File: config.mk
export PLATFORM = sky130hd
export DESIGN_NAME = sfh_regs
export DESIGN_NICKNAME = d
export VERILOG_FILES = /design/src/rtl/sfh_pkg.sv /design/src/rtl/sfh_regs.sv /design/src/rtl/sfh_fifo.sv
export SDC_FILE = /design/constraint.sdc
export NUM_CORES = 1
export LEC_CHECK = 0
export CAP_MARGIN = 20
export CORE_ASPECT_RATIO = 0.7
export CORE_MARGIN = 2
export CORE_UTILIZATION = 55
export CTS_CLUSTER_DIAMETER = 200
export DETAILED_ROUTE_END_ITERATION = 12
export DONT_BUFFER_PORTS = 1
export PLACE_DENSITY = 0.81
export SYNTH_ARGS = -nofsm -noshare
export SYNTH_HDL_FRONTEND = slang
export SYNTH_SLANG_ARGS = --single-unit
export TNS_END_PERCENT = 50
File: constraint.sdc
create_clock -name clk -period 10.5 [get_ports clk]
set_input_delay 0.525 -clock clk [delete_from_list [all_inputs] [get_ports clk]]
set_output_delay 0.525 -clock clk [all_outputs]
set_load 0.03 [all_outputs]
File: src/rtl/sfh_pkg.sv
package sfh_pkg;

  //////////////////////////////////////////////////////////////////////////////
  // register offsets (byte addresses, one 32-bit word each)
  localparam logic [7:0] ADDR_LIVE_STATUS = 8'h14;
  localparam logic [7:0] ADDR_SWITCH_REV  = 8'h18;
  localparam logic [7:0] ADDR_EVENT_LATCH = 8'h1c;
  localparam logic [7:0] ADDR_TX_FIFO     = 8'h20;
  localparam logic [7:0] ADDR_RX_FIFO     = 8'h24;
  localparam logic [7:0] ADDR_DIR_TERM    = 8'h28;

  //////////////////////////////////////////////////////////////////////////////
  // live status field positions, per fifo byte group, plus the fifo b group offset and the interrupt pending bit
  localparam int LS_EMPTY     = 0;
  localparam int LS_AEMPTY    = 1;
  localparam int LS_HALF      = 2;
  localparam int LS_AFULL     = 3;
  localparam int LS_FULL      = 4;
  localparam int LS_DATA_RDY  = 5;
  localparam int LS_WR_RDY    = 6;
  localparam int LS_FIFO_B_LO = 8;
  localparam int LS_INT_PEND  = 15;

  //////////////////////////////////////////////////////////////////////////////
  // event latch bit positions
  localparam int EV_A_AEMPTY   = 0;
  localparam int EV_A_AFULL    = 1;
  localparam int EV_B_AEMPTY   = 2;
  localparam int EV_B_AFULL    = 3;
  localparam int EV_UART_TXD   = 4;
  localparam int EV_UART_AVAIL = 5;
  localparam int EV_UART_FRAME = 6;
  localparam int EV_UART_PAR   = 7;
  localparam int EV_LO_SYNC    = 8;
  localparam int EV_UP_SYNC    = 9;
  localparam int EV_CLK_ERR    = 10;
  localparam int EV_LOCK_ACQ   = 11;
  localparam int EV_LOCK_LOST  = 12;
  localparam int EV_TX_DONE    = 13;
  localparam int EV_BITS       = 14;

  //////////////////////////////////////////////////////////////////////////////
  // switch port, direction/termination layout and counts
  localparam int SW_BITS       = 8;
  localparam int REV_BITS      = 4;
  localparam int DIR_LSB       = 0;
  localparam int TERM_LSB      = 16;
  localparam int GRP_BITS      = 14;
  localparam int LOCK_COUNT    = 3;
  localparam logic [31:0] DIR_TERM_RST = 32'h0000_0000;
  localparam logic [3:0]  REV_CODE_DEF = 4'h5; // arbitrary value

  typedef enum logic [1:0] {
    SFH_HUNT,
    SFH_CONFIRM,
    SFH_LOCKED
  } sfh_lock_t;

endpackage

File: src/rtl/sfh_regs.sv
`timescale 1ns/100ps
module sfh_regs
  import sfh_pkg::*;
#(
  parameter int          DEPTH    = 4,
  parameter logic [3:0]  REV_CODE = REV_CODE_DEF,
  parameter int          SCAN_W   = 12
) (
  // clock and reset
  input  wire logic                   clk,
  input  wire logic                   rst,
  // host register port
  input  wire logic                   reg_wr,
  input  wire logic                   reg_rd,
  input  wire logic [7:0]             reg_addr,
  input  wire logic [31:0]            reg_wdata,
  output logic [31:0]                 reg_rdata,
  output logic                        reg_ack,
  // control bits held by control registers outside this block
  input  wire logic                   tx_loop_test,
  input  wire logic                   rx_loop_test,
  input  wire logic                   master_int_en,
  input  wire logic [EV_BITS-1:0]     event_int_en,
  input  wire logic [2:0]             aempty_level,
  input  wire logic [2:0]             afull_level,
  input  wire logic [SCAN_W-1:0]      scan_len,
  // switches
  input  wire logic [SW_BITS-1:0]     user_switch,
  // engine strobes
  input  wire logic                   bit_strobe,
  input  wire logic                   sync_upper,
  input  wire logic                   sync_lower,
  input  wire logic                   strobe_incoherent,
  input  wire logic                   msg_sent,
  input  wire logic                   uart_parity_err,
  input  wire logic                   uart_frame_err,
  input  wire logic                   uart_rx_char,
  input  wire logic                   uart_tx_done,
  // transmit engine drain
  output logic                        tx_data_valid,
  input  wire logic                   tx_data_take,
  output logic [31:0]                 tx_data,
  // receive engine fill
  input  wire logic                   rx_data_valid,
  output logic                        rx_data_ready,
  input  wire logic [31:0]            rx_data,
  // lines and interrupt
  output logic [GRP_BITS-1:0]         line_drive,
  output logic [GRP_BITS-1:0]         line_term,
  output logic                        sync_locked,
  output logic                        int_req
);
  localparam int CW = $clog2(DEPTH+1);

  ////////////////////////////////////////////////////////////////////////////
  // access decode
  wire hit_tx  = (reg_addr == ADDR_TX_FIFO);
  wire hit_rx  = (reg_addr == ADDR_RX_FIFO);
  wire wr_ev   = reg_wr && (reg_addr == ADDR_EVENT_LATCH);
  wire wr_dir  = reg_wr && (reg_addr == ADDR_DIR_TERM);

  ////////////////////////////////////////////////////////////////////////////
  // fifo a (transmit) and b (receive), each a store plus read holding register
  logic [1:0]        in_v, in_r, out_v, out_r;
  logic [31:0]       in_d [2];
  logic [31:0]       out_d [2];
  logic [CW-1:0]     cnt [2];
  logic [1:0]        hold_v_r;
  logic [31:0]       hold_d_r [2];
  logic [1:0]        writing_r;
  logic [1:0]        empty_f, aempty_f, half_f, afull_f, full_f, wr_rdy_f;
  logic [1:0]        aempty_q_r, afull_q_r;
  logic [1:0]        hold_take;

  // host writes go to a, or to b only in loop test; the engine fills b outside loop test
  assign in_v[0]  = reg_wr && hit_tx;
  assign in_d[0]  = reg_wdata;
  wire   host_b_wr = reg_wr && hit_rx && rx_loop_test;
  assign in_v[1]  = host_b_wr || (rx_data_valid && !rx_loop_test);
  assign in_d[1]  = host_b_wr ? reg_wdata : rx_data;
  assign rx_data_ready = in_r[1] && !rx_loop_test;

  // reads consume from the holding register: a in loop test, b always
  assign hold_take[0] = (reg_rd && hit_tx && tx_loop_test)
                        || (tx_data_take && !tx_loop_test);
  assign hold_take[1] = reg_rd && hit_rx;
  assign tx_data_valid = hold_v_r[0] && !tx_loop_test;
  assign tx_data       = hold_d_r[0];

  genvar g;
  generate
    for (g = 0; g < 2; g++) begin : g_fifo
      sfh_fifo #(.WIDTH(32), .DEPTH(DEPTH)) u_fifo (
        .clk       (clk),
        .rst       (rst),
        .in_valid  (in_v[g]),
        .in_ready  (in_r[g]),
        .in_data   (in_d[g]),
        .out_valid (out_v[g]),
        .out_ready (out_r[g]),
        .out_data  (out_d[g]),
        .count     (cnt[g])
      );
      // pre-read: holding register refills whenever empty or being taken
      assign out_r[g]    = !hold_v_r[g] || hold_take[g];
      assign empty_f[g]  = (cnt[g] == '0);
      assign full_f[g]   = (cnt[g] == CW'(DEPTH));
      assign half_f[g]   = (cnt[g] >= CW'(DEPTH/2));
      assign aempty_f[g] = (cnt[g] <= CW'(aempty_level));
      assign afull_f[g]  = (cnt[g] >= CW'(afull_level));
      assign wr_rdy_f[g] = !full_f[g] && !writing_r[g];

      always_ff @(posedge clk or posedge rst) begin
        if (rst) begin
          hold_v_r[g]   <= 1'b0;
          hold_d_r[g]   <= '0;
          writing_r[g]  <= 1'b0;
          aempty_q_r[g] <= 1'b1;
          // start high so a zero threshold gives no false crossing
          afull_q_r[g]  <= 1'b1;
        end else begin
          if (out_r[g]) begin
            hold_v_r[g] <= out_v[g];
          end
          if (out_r[g] && out_v[g]) begin
            hold_d_r[g] <= out_d[g];
          end
          writing_r[g]  <= in_v[g] && in_r[g];
          aempty_q_r[g] <= aempty_f[g];
          afull_q_r[g]  <= afull_f[g];
        end
      end
    end
  endgenerate

  ////////////////////////////////////////////////////////////////////////////
  // sync lock tracking, counting bit strobes between syncs
  sfh_lock_t         lock_st_r;
  logic [SCAN_W-1:0] bit_cnt_r;
  logic [1:0]        hits_r;
  logic              lock_acq_p, lock_lost_p;
  wire               any_sync  = sync_upper || sync_lower;
  wire               scan_end  = bit_strobe && (bit_cnt_r == scan_len);
  wire               on_time   = any_sync && (bit_cnt_r == scan_len);

  assign lock_acq_p  = (lock_st_r == SFH_CONFIRM) && on_time
                       && (hits_r == 2'(LOCK_COUNT-1));
  assign lock_lost_p = (lock_st_r == SFH_LOCKED) && scan_end && !any_sync
                       && (hits_r == 2'(LOCK_COUNT-1));

  always_ff @(posedge clk or posedge rst) begin
    if (rst) begin
      lock_st_r <= SFH_HUNT;
      bit_cnt_r <= '0;
      hits_r    <= '0;
    end else begin
      if (any_sync) begin
        bit_cnt_r <= '0;
      end else if (bit_strobe) begin
        bit_cnt_r <= scan_end ? '0 : bit_cnt_r + 1'b1;
      end
      case (lock_st_r)
        SFH_HUNT: begin
          if (any_sync) begin
            lock_st_r <= SFH_CONFIRM;
            hits_r    <= 2'd1;
          end
        end
        SFH_CONFIRM: begin
          if (lock_acq_p) begin
            lock_st_r <= SFH_LOCKED;
            hits_r    <= '0;
          end else if (on_time) begin
            hits_r <= hits_r + 2'd1;
          end else if (any_sync) begin
            hits_r <= 2'd1;
          end else if (scan_end) begin
            lock_st_r <= SFH_HUNT;
          end
        end
        SFH_LOCKED: begin
          if (any_sync) begin
            hits_r <= '0;
          end else if (lock_lost_p) begin
            lock_st_r <= SFH_HUNT;
            hits_r    <= '0;
          end else if (scan_end) begin
            hits_r <= hits_r + 2'd1;
          end
        end
        default: begin
          lock_st_r <= SFH_HUNT;
        end
      endcase
    end
  end

  ////////////////////////////////////////////////////////////////////////////
  // sticky events: a new event wins over a clear in the same cycle
  logic [EV_BITS-1:0] ev_r, ev_set, ev_nxt;
  always_comb begin
    ev_set                = '0;
    ev_set[EV_A_AEMPTY]   = aempty_f[0] && !aempty_q_r[0];
    ev_set[EV_A_AFULL]    = afull_f[0] && !afull_q_r[0];
    ev_set[EV_B_AEMPTY]   = aempty_f[1] && !aempty_q_r[1];
    ev_set[EV_B_AFULL]    = afull_f[1] && !afull_q_r[1];
    ev_set[EV_UART_TXD]   = uart_tx_done;
    ev_set[EV_UART_AVAIL] = uart_rx_char;
    ev_set[EV_UART_FRAME] = uart_frame_err;
    ev_set[EV_UART_PAR]   = uart_parity_err;
    ev_set[EV_LO_SYNC]    = sync_lower;
    ev_set[EV_UP_SYNC]    = sync_upper;
    ev_set[EV_CLK_ERR]    = strobe_incoherent;
    ev_set[EV_LOCK_ACQ]   = lock_acq_p;
    ev_set[EV_LOCK_LOST]  = lock_lost_p;
    ev_set[EV_TX_DONE]    = msg_sent;
    ev_nxt = ev_set | (ev_r & ~(wr_ev ? reg_wdata[EV_BITS-1:0] : '0));
  end

  ////////////////////////////////////////////////////////////////////////////
  // read data mux; reads of status leave every flag alone
  logic [31:0] live, rd_mux;
  logic [31:0] dir_term_r;
  wire         int_pend = |ev_r;

  always_comb begin
    live = '0;
    for (int f = 0; f < 2; f++) begin
      live[f*LS_FIFO_B_LO + LS_EMPTY]    = empty_f[f];
      live[f*LS_FIFO_B_LO + LS_AEMPTY]   = aempty_f[f];
      live[f*LS_FIFO_B_LO + LS_HALF]     = half_f[f];
      live[f*LS_FIFO_B_LO + LS_AFULL]    = afull_f[f];
      live[f*LS_FIFO_B_LO + LS_FULL]     = full_f[f];
      live[f*LS_FIFO_B_LO + LS_DATA_RDY] = hold_v_r[f];
      live[f*LS_FIFO_B_LO + LS_WR_RDY]   = wr_rdy_f[f];
    end
    live[LS_INT_PEND] = int_pend;
    case (reg_addr)
      ADDR_LIVE_STATUS: rd_mux = live;
      ADDR_SWITCH_REV:  rd_mux = {20'h0_0000, REV_CODE, user_switch};
      ADDR_EVENT_LATCH: rd_mux = {18'h0_0000, ev_r};
      ADDR_TX_FIFO:     rd_mux = tx_loop_test ? hold_d_r[0] : 32'h0000_0000;
      ADDR_RX_FIFO:     rd_mux = hold_d_r[1];
      ADDR_DIR_TERM:    rd_mux = dir_term_r;
      default:          rd_mux = 32'h0000_0000;
    endcase
  end

  ////////////////////////////////////////////////////////////////////////////
  // registers and outputs
  always_ff @(posedge clk or posedge rst) begin
    if (rst) begin
      ev_r        <= '0;
      dir_term_r  <= DIR_TERM_RST;
      reg_rdata   <= 32'h0000_0000;
      reg_ack     <= 1'b0;
      line_drive  <= '0;
      line_term   <= '0;
      sync_locked <= 1'b0;
      int_req     <= 1'b0;
    end else begin
      ev_r    <= ev_nxt;
      reg_ack <= reg_wr || reg_rd;
      if (reg_rd) begin
        reg_rdata <= rd_mux;
      end
      if (wr_dir) begin
        // only the defined group bits are kept; the rest read zero
        dir_term_r <= reg_wdata & {2'b00, {GRP_BITS{1'b1}}, 2'b00, {GRP_BITS{1'b1}}};
      end
      line_drive  <= dir_term_r[DIR_LSB +: GRP_BITS];
      line_term   <= dir_term_r[TERM_LSB +: GRP_BITS];
      sync_locked <= (lock_st_r == SFH_LOCKED);
      int_req     <= master_int_en && |(ev_r & event_int_en);
    end
  end
endmodule

File: src/rtl/sfh_fifo.sv
`timescale 1ns/100ps
module sfh_fifo #(
  parameter int WIDTH = 32,
  parameter int DEPTH = 4
) (
  // clock and reset
  input  wire logic                     clk,
  input  wire logic                     rst,
  // fill side
  input  wire logic                     in_valid,
  output logic                          in_ready,
  input  wire logic [WIDTH-1:0]         in_data,
  // drain side
  output logic                          out_valid,
  input  wire logic                     out_ready,
  output logic [WIDTH-1:0]              out_data,
  // occupancy of the store
  output logic [$clog2(DEPTH+1)-1:0]    count
);
  localparam int AW = (DEPTH > 1) ? $clog2(DEPTH) : 1;
  localparam int CW = $clog2(DEPTH+1);

  logic [WIDTH-1:0] mem [DEPTH];
  logic [AW-1:0]    wp_r;
  logic [AW-1:0]    rp_r;
  logic [CW-1:0]    cnt_r;
  wire              push = in_valid && in_ready;
  wire              pop  = out_valid && out_ready;

  assign in_ready  = (cnt_r != CW'(DEPTH));
  assign out_valid = (cnt_r != '0);
  assign out_data  = mem[rp_r];
  assign count     = cnt_r;

  always_ff @(posedge clk) begin
    if (push) begin
      mem[wp_r] <= in_data;
    end
  end

  always_ff @(posedge clk or posedge rst) begin
    if (rst) begin
      wp_r  <= '0;
      rp_r  <= '0;
      cnt_r <= '0;
    end else begin
      if (push) begin
        wp_r <= (wp_r == AW'(DEPTH-1)) ? '0 : wp_r + 1'b1;
      end
      if (pop) begin
        rp_r <= (rp_r == AW'(DEPTH-1)) ? '0 : rp_r + 1'b1;
      end
      cnt_r <= cnt_r + CW'(push) - CW'(pop);
    end
  end
endmodule

# Yosys cells after proc, flatten, opt, wreduce, memory -nomap -nowiden
# Memory sizes are Yosys's and may differ from the RTL's. A register that Yosys moved wholly into a read port is not among the register bits.
# Index checks and enable logic that the tools add are counted.
[totals]
reg_bits = 143
out_inout_bits = 97
ramBits = 256
rom_bits = 0
latchBits = 0
elab_cells = 162
in_bits = 130
mem_count = 2
[op_classes]
n_mul = 0
magnitude_cmp = 6
mux = 30
addsub = 10
eq_ne = 25
reduce_logical = 60
div_mod_pow = 0
bitwise_logic = 4
shift = 0
[mem_list]
columns = ["name", "depth", "width", "rd", "rd_clocked_by_memory_dff", "write_ports", "line_no", "rtl"]
rows = [
  ["g_fifo[0].u_fifo.mem", 4, 32, 1, 1, 1, "sfh_fifo.sv:23", "logic [WIDTH-1:0] mem [DEPTH];"],
  ["g_fifo[1].u_fifo.mem", 4, 32, 1, 1, 1, "sfh_fifo.sv:23", ""],
]
[op_table]
columns = ["op", "count"]
rows = [
  ["32-bit one-hot mux with 6 select lines", 1],
  ["32-bit two-way mux", 2],
  ["12-bit two-way mux", 3],
  ["2-bit two-way mux", 17],
  ["1-bit logical AND", 30],
  ["14-bit AND", 2],
  ["14-bit OR reduction", 2],
  ["8-bit by 5-bit equality test with 1-bit output (second input constant)", 3],
  ["8-bit by 6-bit equality test with 1-bit output (second input constant)", 3],
  ["3-bit inequality test (second input constant)", 5],
  ["14-bit two-way mux", 1],
  ["14-bit NOT", 1],
  ["14-bit OR", 1],
  ["1-bit zero test", 13],
  ["12-bit by 1-bit adder with 12-bit output (second input constant)", 1],
  ["12-bit equality test", 1],
  ["2-bit equality test (second input constant)", 6],
  ["2-bit one-hot mux with 3 select lines", 2],
  ["2-bit by 1-bit adder with 2-bit output (second input constant)", 5],
  ["3-bit nonzero test", 3],
  ["3-bit by 1-bit adder with 3-bit output", 2],
  ["3-bit equality test (second input constant)", 2],
  ["3-bit by 2-bit greater-or-equal comparator with 1-bit output (second input constant)", 2],
  ["3-bit greater-or-equal comparator", 2],
  ["other kinds (12)", 25],
]

# Longest topological paths before layout
[depth]
ltp_word = 8
depth_mapped = 13
ltp_nobuf = 10

# Modules after synthesis
# A second synthesis with hierarchy kept.
[hier_totals]
hier_cells = 1210
area_unflattened_um2 = 19473.7
[modules_own_cells]
columns = ["mod", "seq_area_each_um2", "instances", "area_per_inst_um2", "cells_each"]
rows = [
  ["sfh_regs", 4834.6, 1, 9315.2, 796],
  ["sfh_fifo at g_fifo[1].u_fifo", 4018.9, 1, 5096.1, 207],
  ["sfh_fifo at g_fifo[0].u_fifo", 4018.9, 1, 5062.4, 207],
]

# Least setup slack after synthesis
# No wires, ideal clock.
[synth_timing]
path_kind = "input to register"
start = "input reg_addr[4]"
end = "memory g_fifo[1].u_fifo.mem[3][0], enable pin"
slack_ns = 7.440
setup_ns = 0.392
arrival_time_ns = 2.668
path_buffers = 1
stages = 6
t_required_ns = 10.108
path_cell_list = "or4b_1 > buf_6 > nor2_1 > nand4_1 > a21oi_2 > and2_1"
[synth_between]
elab_chain_cells = 7
[synth_rtl]
columns = ["element", "line_no", "rtl"]
rows = [
  ["start: declaration", "sfh_regs.sv:15", "input wire logic [7:0] reg_addr,"],
  ["8-bit by 6-bit equality test with 1-bit output", "sfh_regs.sv:58", "wire hit_rx = (reg_addr == ADDR_RX_FIFO);"],
  ["1-bit logical AND (2 in series)", "sfh_regs.sv:78", "wire host_b_wr = reg_wr && hit_rx && rx_loop_test;"],
  ["1-bit logical OR", "sfh_regs.sv:79", "assign in_v[1] = host_b_wr || (rx_data_valid && !rx_loop_test);"],
  ["1-bit logical AND", "sfh_fifo.sv:27", "wire push = in_valid && in_ready;"],
  ["via g_fifo[1].u_fifo.push", "sfh_fifo.sv:27", ""],
  ["1-bit two-way mux", "sfh_fifo.sv:36", "if (push) begin"],
  ["1-bit two-way mux (not written as such)", "sfh_fifo.sv:37", "mem[wp_r] <= in_data;"],
  ["end: declaration", "sfh_fifo.sv:23", ""],
]
# The timed path passes the listed nets, and every way through them passes these cells.

# Worst setup path after layout
[layout_timing]
start = "input reg_addr[4]"
end = "register g_fifo[0].u_fifo.cnt_r[2]"
[layout_between]
elab_chain_cells = 7
elab_cells_between_ends = 10
classes_between = "2 x add/sub; 1 x eq/ne; 7 x reduce/logical"
[layout_rtl]
columns = ["element", "line_no", "rtl"]
rows = [
  ["8-bit by 6-bit equality test with 1-bit output", "sfh_regs.sv:57", "wire hit_tx = (reg_addr == ADDR_TX_FIFO);"],
  ["1-bit logical AND (2 in series)", "sfh_regs.sv:84", "assign hold_take[0] = (reg_rd && hit_tx && tx_loop_test)"],
  ["1-bit logical OR", "sfh_regs.sv:85", "|| (tx_data_take && !tx_loop_test);"],
  ["1-bit logical OR", "sfh_regs.sv:105", "assign out_r[g] = !hold_v_r[g] || hold_take[g];"],
  ["1-bit logical AND", "sfh_fifo.sv:28", "wire pop = out_valid && out_ready;"],
  ["via g_fifo[0].u_fifo.pop", "sfh_fifo.sv:28", ""],
  ["3-bit by 1-bit subtractor with 3-bit output", "sfh_fifo.sv:53", "cnt_r <= cnt_r + CW'(push) - CW'(pop);"],
  ["end signal: assignment", "sfh_fifo.sv:53", ""],
  ["end: declaration", "sfh_fifo.sv:26", "logic [CW-1:0] cnt_r;"],
]
# The timed path passes the listed nets, and every way through them passes these cells.
# A chain may end at the register's enable or synchronous reset.

==> summary.md <==
| Metric | Value |
|---|---|
| Critical-path top delay cell | nand2b_2 |
| Site row count | 57 |
| CP Cell Sequence | nor4b_4 -> and4b_1 -> buf_4 -> a21o_1 -> nand2b_2 -> inv_1 -> ha_1 -> inv_1 -> ha_1 -> fa_1 -> xnor2_1 |
| Post-synth top flop | edfxtp_1 |
| Skew-Pair Late Insertion Delay | approximately 0.57 ns |
| CP Capture Type | register |
| Lkg Pwr | 0.00799 µW |
| Max Clk Rate | between 0.3 and 0.4 GHz |
| Area Growth Syn to Fin | 8.23% |
| Die extent in x | between 200 and 250 µm |
| Chip height | about 160 µm |
| CTS Hold Bufs | 0 |
| Pin count of the biggest net entering global routing | 141 |
| Net switching power figure | roughly 1400 µW |
| Leading area contributor after synthesis | edfxtp_1 |
| Die area | 0.0368 mm² |
| Final period util | 0.307 |
| Internal | between 3000 and 4000 µW |
| Clk_skew | 0.0181 ns |
| Sequential power share | 0.522 |
| Distinct cell type count after synthesis | 70 |
| WL final | a little under 50000 µm |
| Worst path max stage delay | slightly below 0.6 ns |
| Reg clk slew, reported paths | about 0.06 ns |
| CTS tree | yes |
| Total power | 4690 µW |
| Post-DRT Antenna Nets | 0 |
| H-tree Lvls | 2 |
| Total GRT Usage | 0.263 |
| Async SR Flop Fraction | 0.447 |
| Layout cells sized above 1 | 0.254 |
| Crit start category | primary input |
| WP data required | about 11 ns |
| Post-synth EDFFs | ~260 |
| R2R Setup Slk | about 7.4 ns |
| Syn. warnings | 0 |
| Synth top area share | 0.397 |
| Sequential area share after synthesis | 0.664 |
| Setup tns final | 0 ns |
| DRC viols | 0 |
| Worst slew margin | 0.242 |
| WL per Instance | roughly 29 µm |
| RSZ-0062 raised after global routing | false |
| Gpl congestion | roughly 0.93 |
| Buf/Inv on CP | 3 |
| Filler cells | about 2400 |
| Iter 0 DRT Violations | between 1000 and 1500 |
| Grt total ovfl | 0 |
| CTS max path bufs | 3 |
| First-pass GRT wire length | approximately 71000 µm |
| Critical path fanouts, max | 35 |
| Synth Register Bits | between 400 and 500 |
| Top post-synthesis cells by area | edfxtp_1 40%, dfrtp_1 26%, mux4_2 7.4% |
| Syn Area/Cell | about 17 µm² |
| Post-Syn Area | between 0.015 and 0.02 mm² |
| Setup violations, final | 0 |
| CORE AREA | approximately 0.035 mm² |
| Slew Viols, Final | 0 |
| Vias/cell | between 6 and 7 |
| Cell count after synthesis | between 1000 and 1500 |
| Initial Utilization | 0.558 |
| Cell Pwr Density | around 220 mW/mm² |
| Vias in the first global route | about 11000 |
| Logic pwr share | 0.144 |
| Hpwl dp | ~32000 µm |
| Hold Path Class | in2reg |
| Via count | between 10000 and 15000 |
| Max VDD drop | about 0.14 mV |
| Status | complete, no violations |
| Max Cap Viol | 0 |
| Hold slack final | ~0.042 ns |
| Measured slew at the worst slew-check pin | 1.14 ns |
| Post-CTS Setup Bufs | 0 |
| Crit path time final | around 3.2 ns |
| Top cells by count, synth | 256 x edfxtp_1, 203 x dfrtp_1, 96 x mux2_2 |
| Final Hold Fails | 0 |
| Clock sinks | around 460 |
| Most frequent cell after synthesis | edfxtp_1 |
| Sw Ratio | 0.291 |
| CTS resizes | 0 |
| # IOs | between 200 and 250 |
| I/O Buffers | 0 |
| Clock root buffer | clkbuf_16 |
| Antenna violations before repair | 8 |
| Syn_nets | roughly 1300 |
| 1st-pass router iterations | 8 |
| TritonCTS Buffers | 42 |
| Critical path class | in2reg |
| Crit path DAT | 3.70 ns |
| Clock Power Share | 0.334 |
| Nets | 1291 |
| Crit-path leading delay family | simple AND/OR/NAND/NOR gates |
-- routing by layer --
layer | routed length, µm | track usage
met4 | 1280 | 0.0778
met1 | 19100 | 0.386
met3 | 6130 | 0.0756
met5 | 46 | 0
met2 | 21600 | 0.387
-- kinds of logic after synthesis --
logic type / Yosys count / share of synthesized area
buffers and inverters: 126 / 0.0358
adders and majority gates: 36 / 0.0240
AOI/OAI and AO/OA: 168 / 0.0692
muxes: 193 / 0.155
xor gates and xnor gates: 20 / 0.00904
and+or+nand+nor: 155 / 0.0429
DFF: 463 / 0.664
-- power groups by stage --
stage	combinational, µW	clock, µW	sequential [µW]
floorplan	773	0	2240
global placement	647	0	2470
detailed placement	670	0	2480
CTS	676	1580	2440
global route	732	1650	2460
finish	674	1570	2450
-- worst paths after layout --
path / start / end / depth (start not counted)
min in group asynchronous: rst / tx_data[25] / 1
worst max-delay path: reg_addr[4] / g_fifo[0].u_fifo.count[2] / 11
worst min-delay path: uart_frame_err / ev_r[6] / 1
max in group asynchronous: rst / reg_rdata[10] / 2
worst max register to register: g_fifo[0].u_fifo.count[1] / g_fifo[0].u_fifo.count[2] / 8
worst min register to register: dir_term_r[23] / line_term[7] / 0
-- stage by stage --
step	cell area, µm²	cells	util	setup slack, ns
finish	21000	1637	0.604	7.28
global placement	19500	1552	0.562	6.83
floorplan	19400	1161	-	4.33
detailed placement	19500	1553	0.563	6.74
CTS	21000	1631	0.603	7.32
global route	21000	1631	0.603	7.11
-- cell usage in the layout, fill, tap and decap left out, types with 4 or more instances in the layout --
master,netlist,layout
o2bb2ai_1,18,18
a22o_1,10,10
dfstp_2,4,4
o21ai_0,15,14
a21o_1,15,15
nand2_1,42,42
a211oi_1,7,7
nor2b_1,7,7
mux2_4,27,27
nor3_1,5,5
mux2_1,6,6
and2_2,0,8
or3_1,5,5
mux2_2,96,96
nor2_1,34,34
clkbuf_8,0,6
clkbuf_16,0,43
nand3_1,12,12
clkinv_2,0,10
ha_1,34,34
inv_1,36,35
o21a_1,4,4
edfxtp_1,256,256
mux4_2,64,64
xor2_1,16,16
diode_2,0,6
dfrtp_1,203,201
xnor2_1,4,4
buf_4,33,9
a22oi_1,18,18
clkbuf_1,33,11
a221oi_1,13,13
a21oi_1,12,12
nor4_1,4,4
nand2b_1,6,4
nand4_1,7,7
a31oi_1,9,9
a222oi_1,20,20
-- final cells by class --
cell class | count | area [µm²] | area share
multi-input cells | 572 | 5840 | 0.279
clock buffers | 60 | 1200 | 0.0572
repair buffers | 10 | 95.1 | 0.00453
diodes | 6 | 15.0 | 0.000716
inverters | 36 | 143 | 0.00680
flip-flops and latches | 463 | 12900 | 0.614
clock inverters | 18 | 211 | 0.0101
well taps | 472 | 591 | 0.0282
-- registers in the layout (all words and copies together), names as in the netlist, 4 cells and up --
name and count:
line_drive 14, line_term 14, ev_r 14, reg_rdata 32, g_fifo.u_fifo.count 6, g_fifo.u_fifo.rp_r 4, g_fifo.u_fifo.wp_r 4, bit_cnt_r 12
g_fifo.u_fifo.mem 256, hold_d_r 32, dir_term_r 28, tx_data 32
Power figures use the tool's default switching activity.
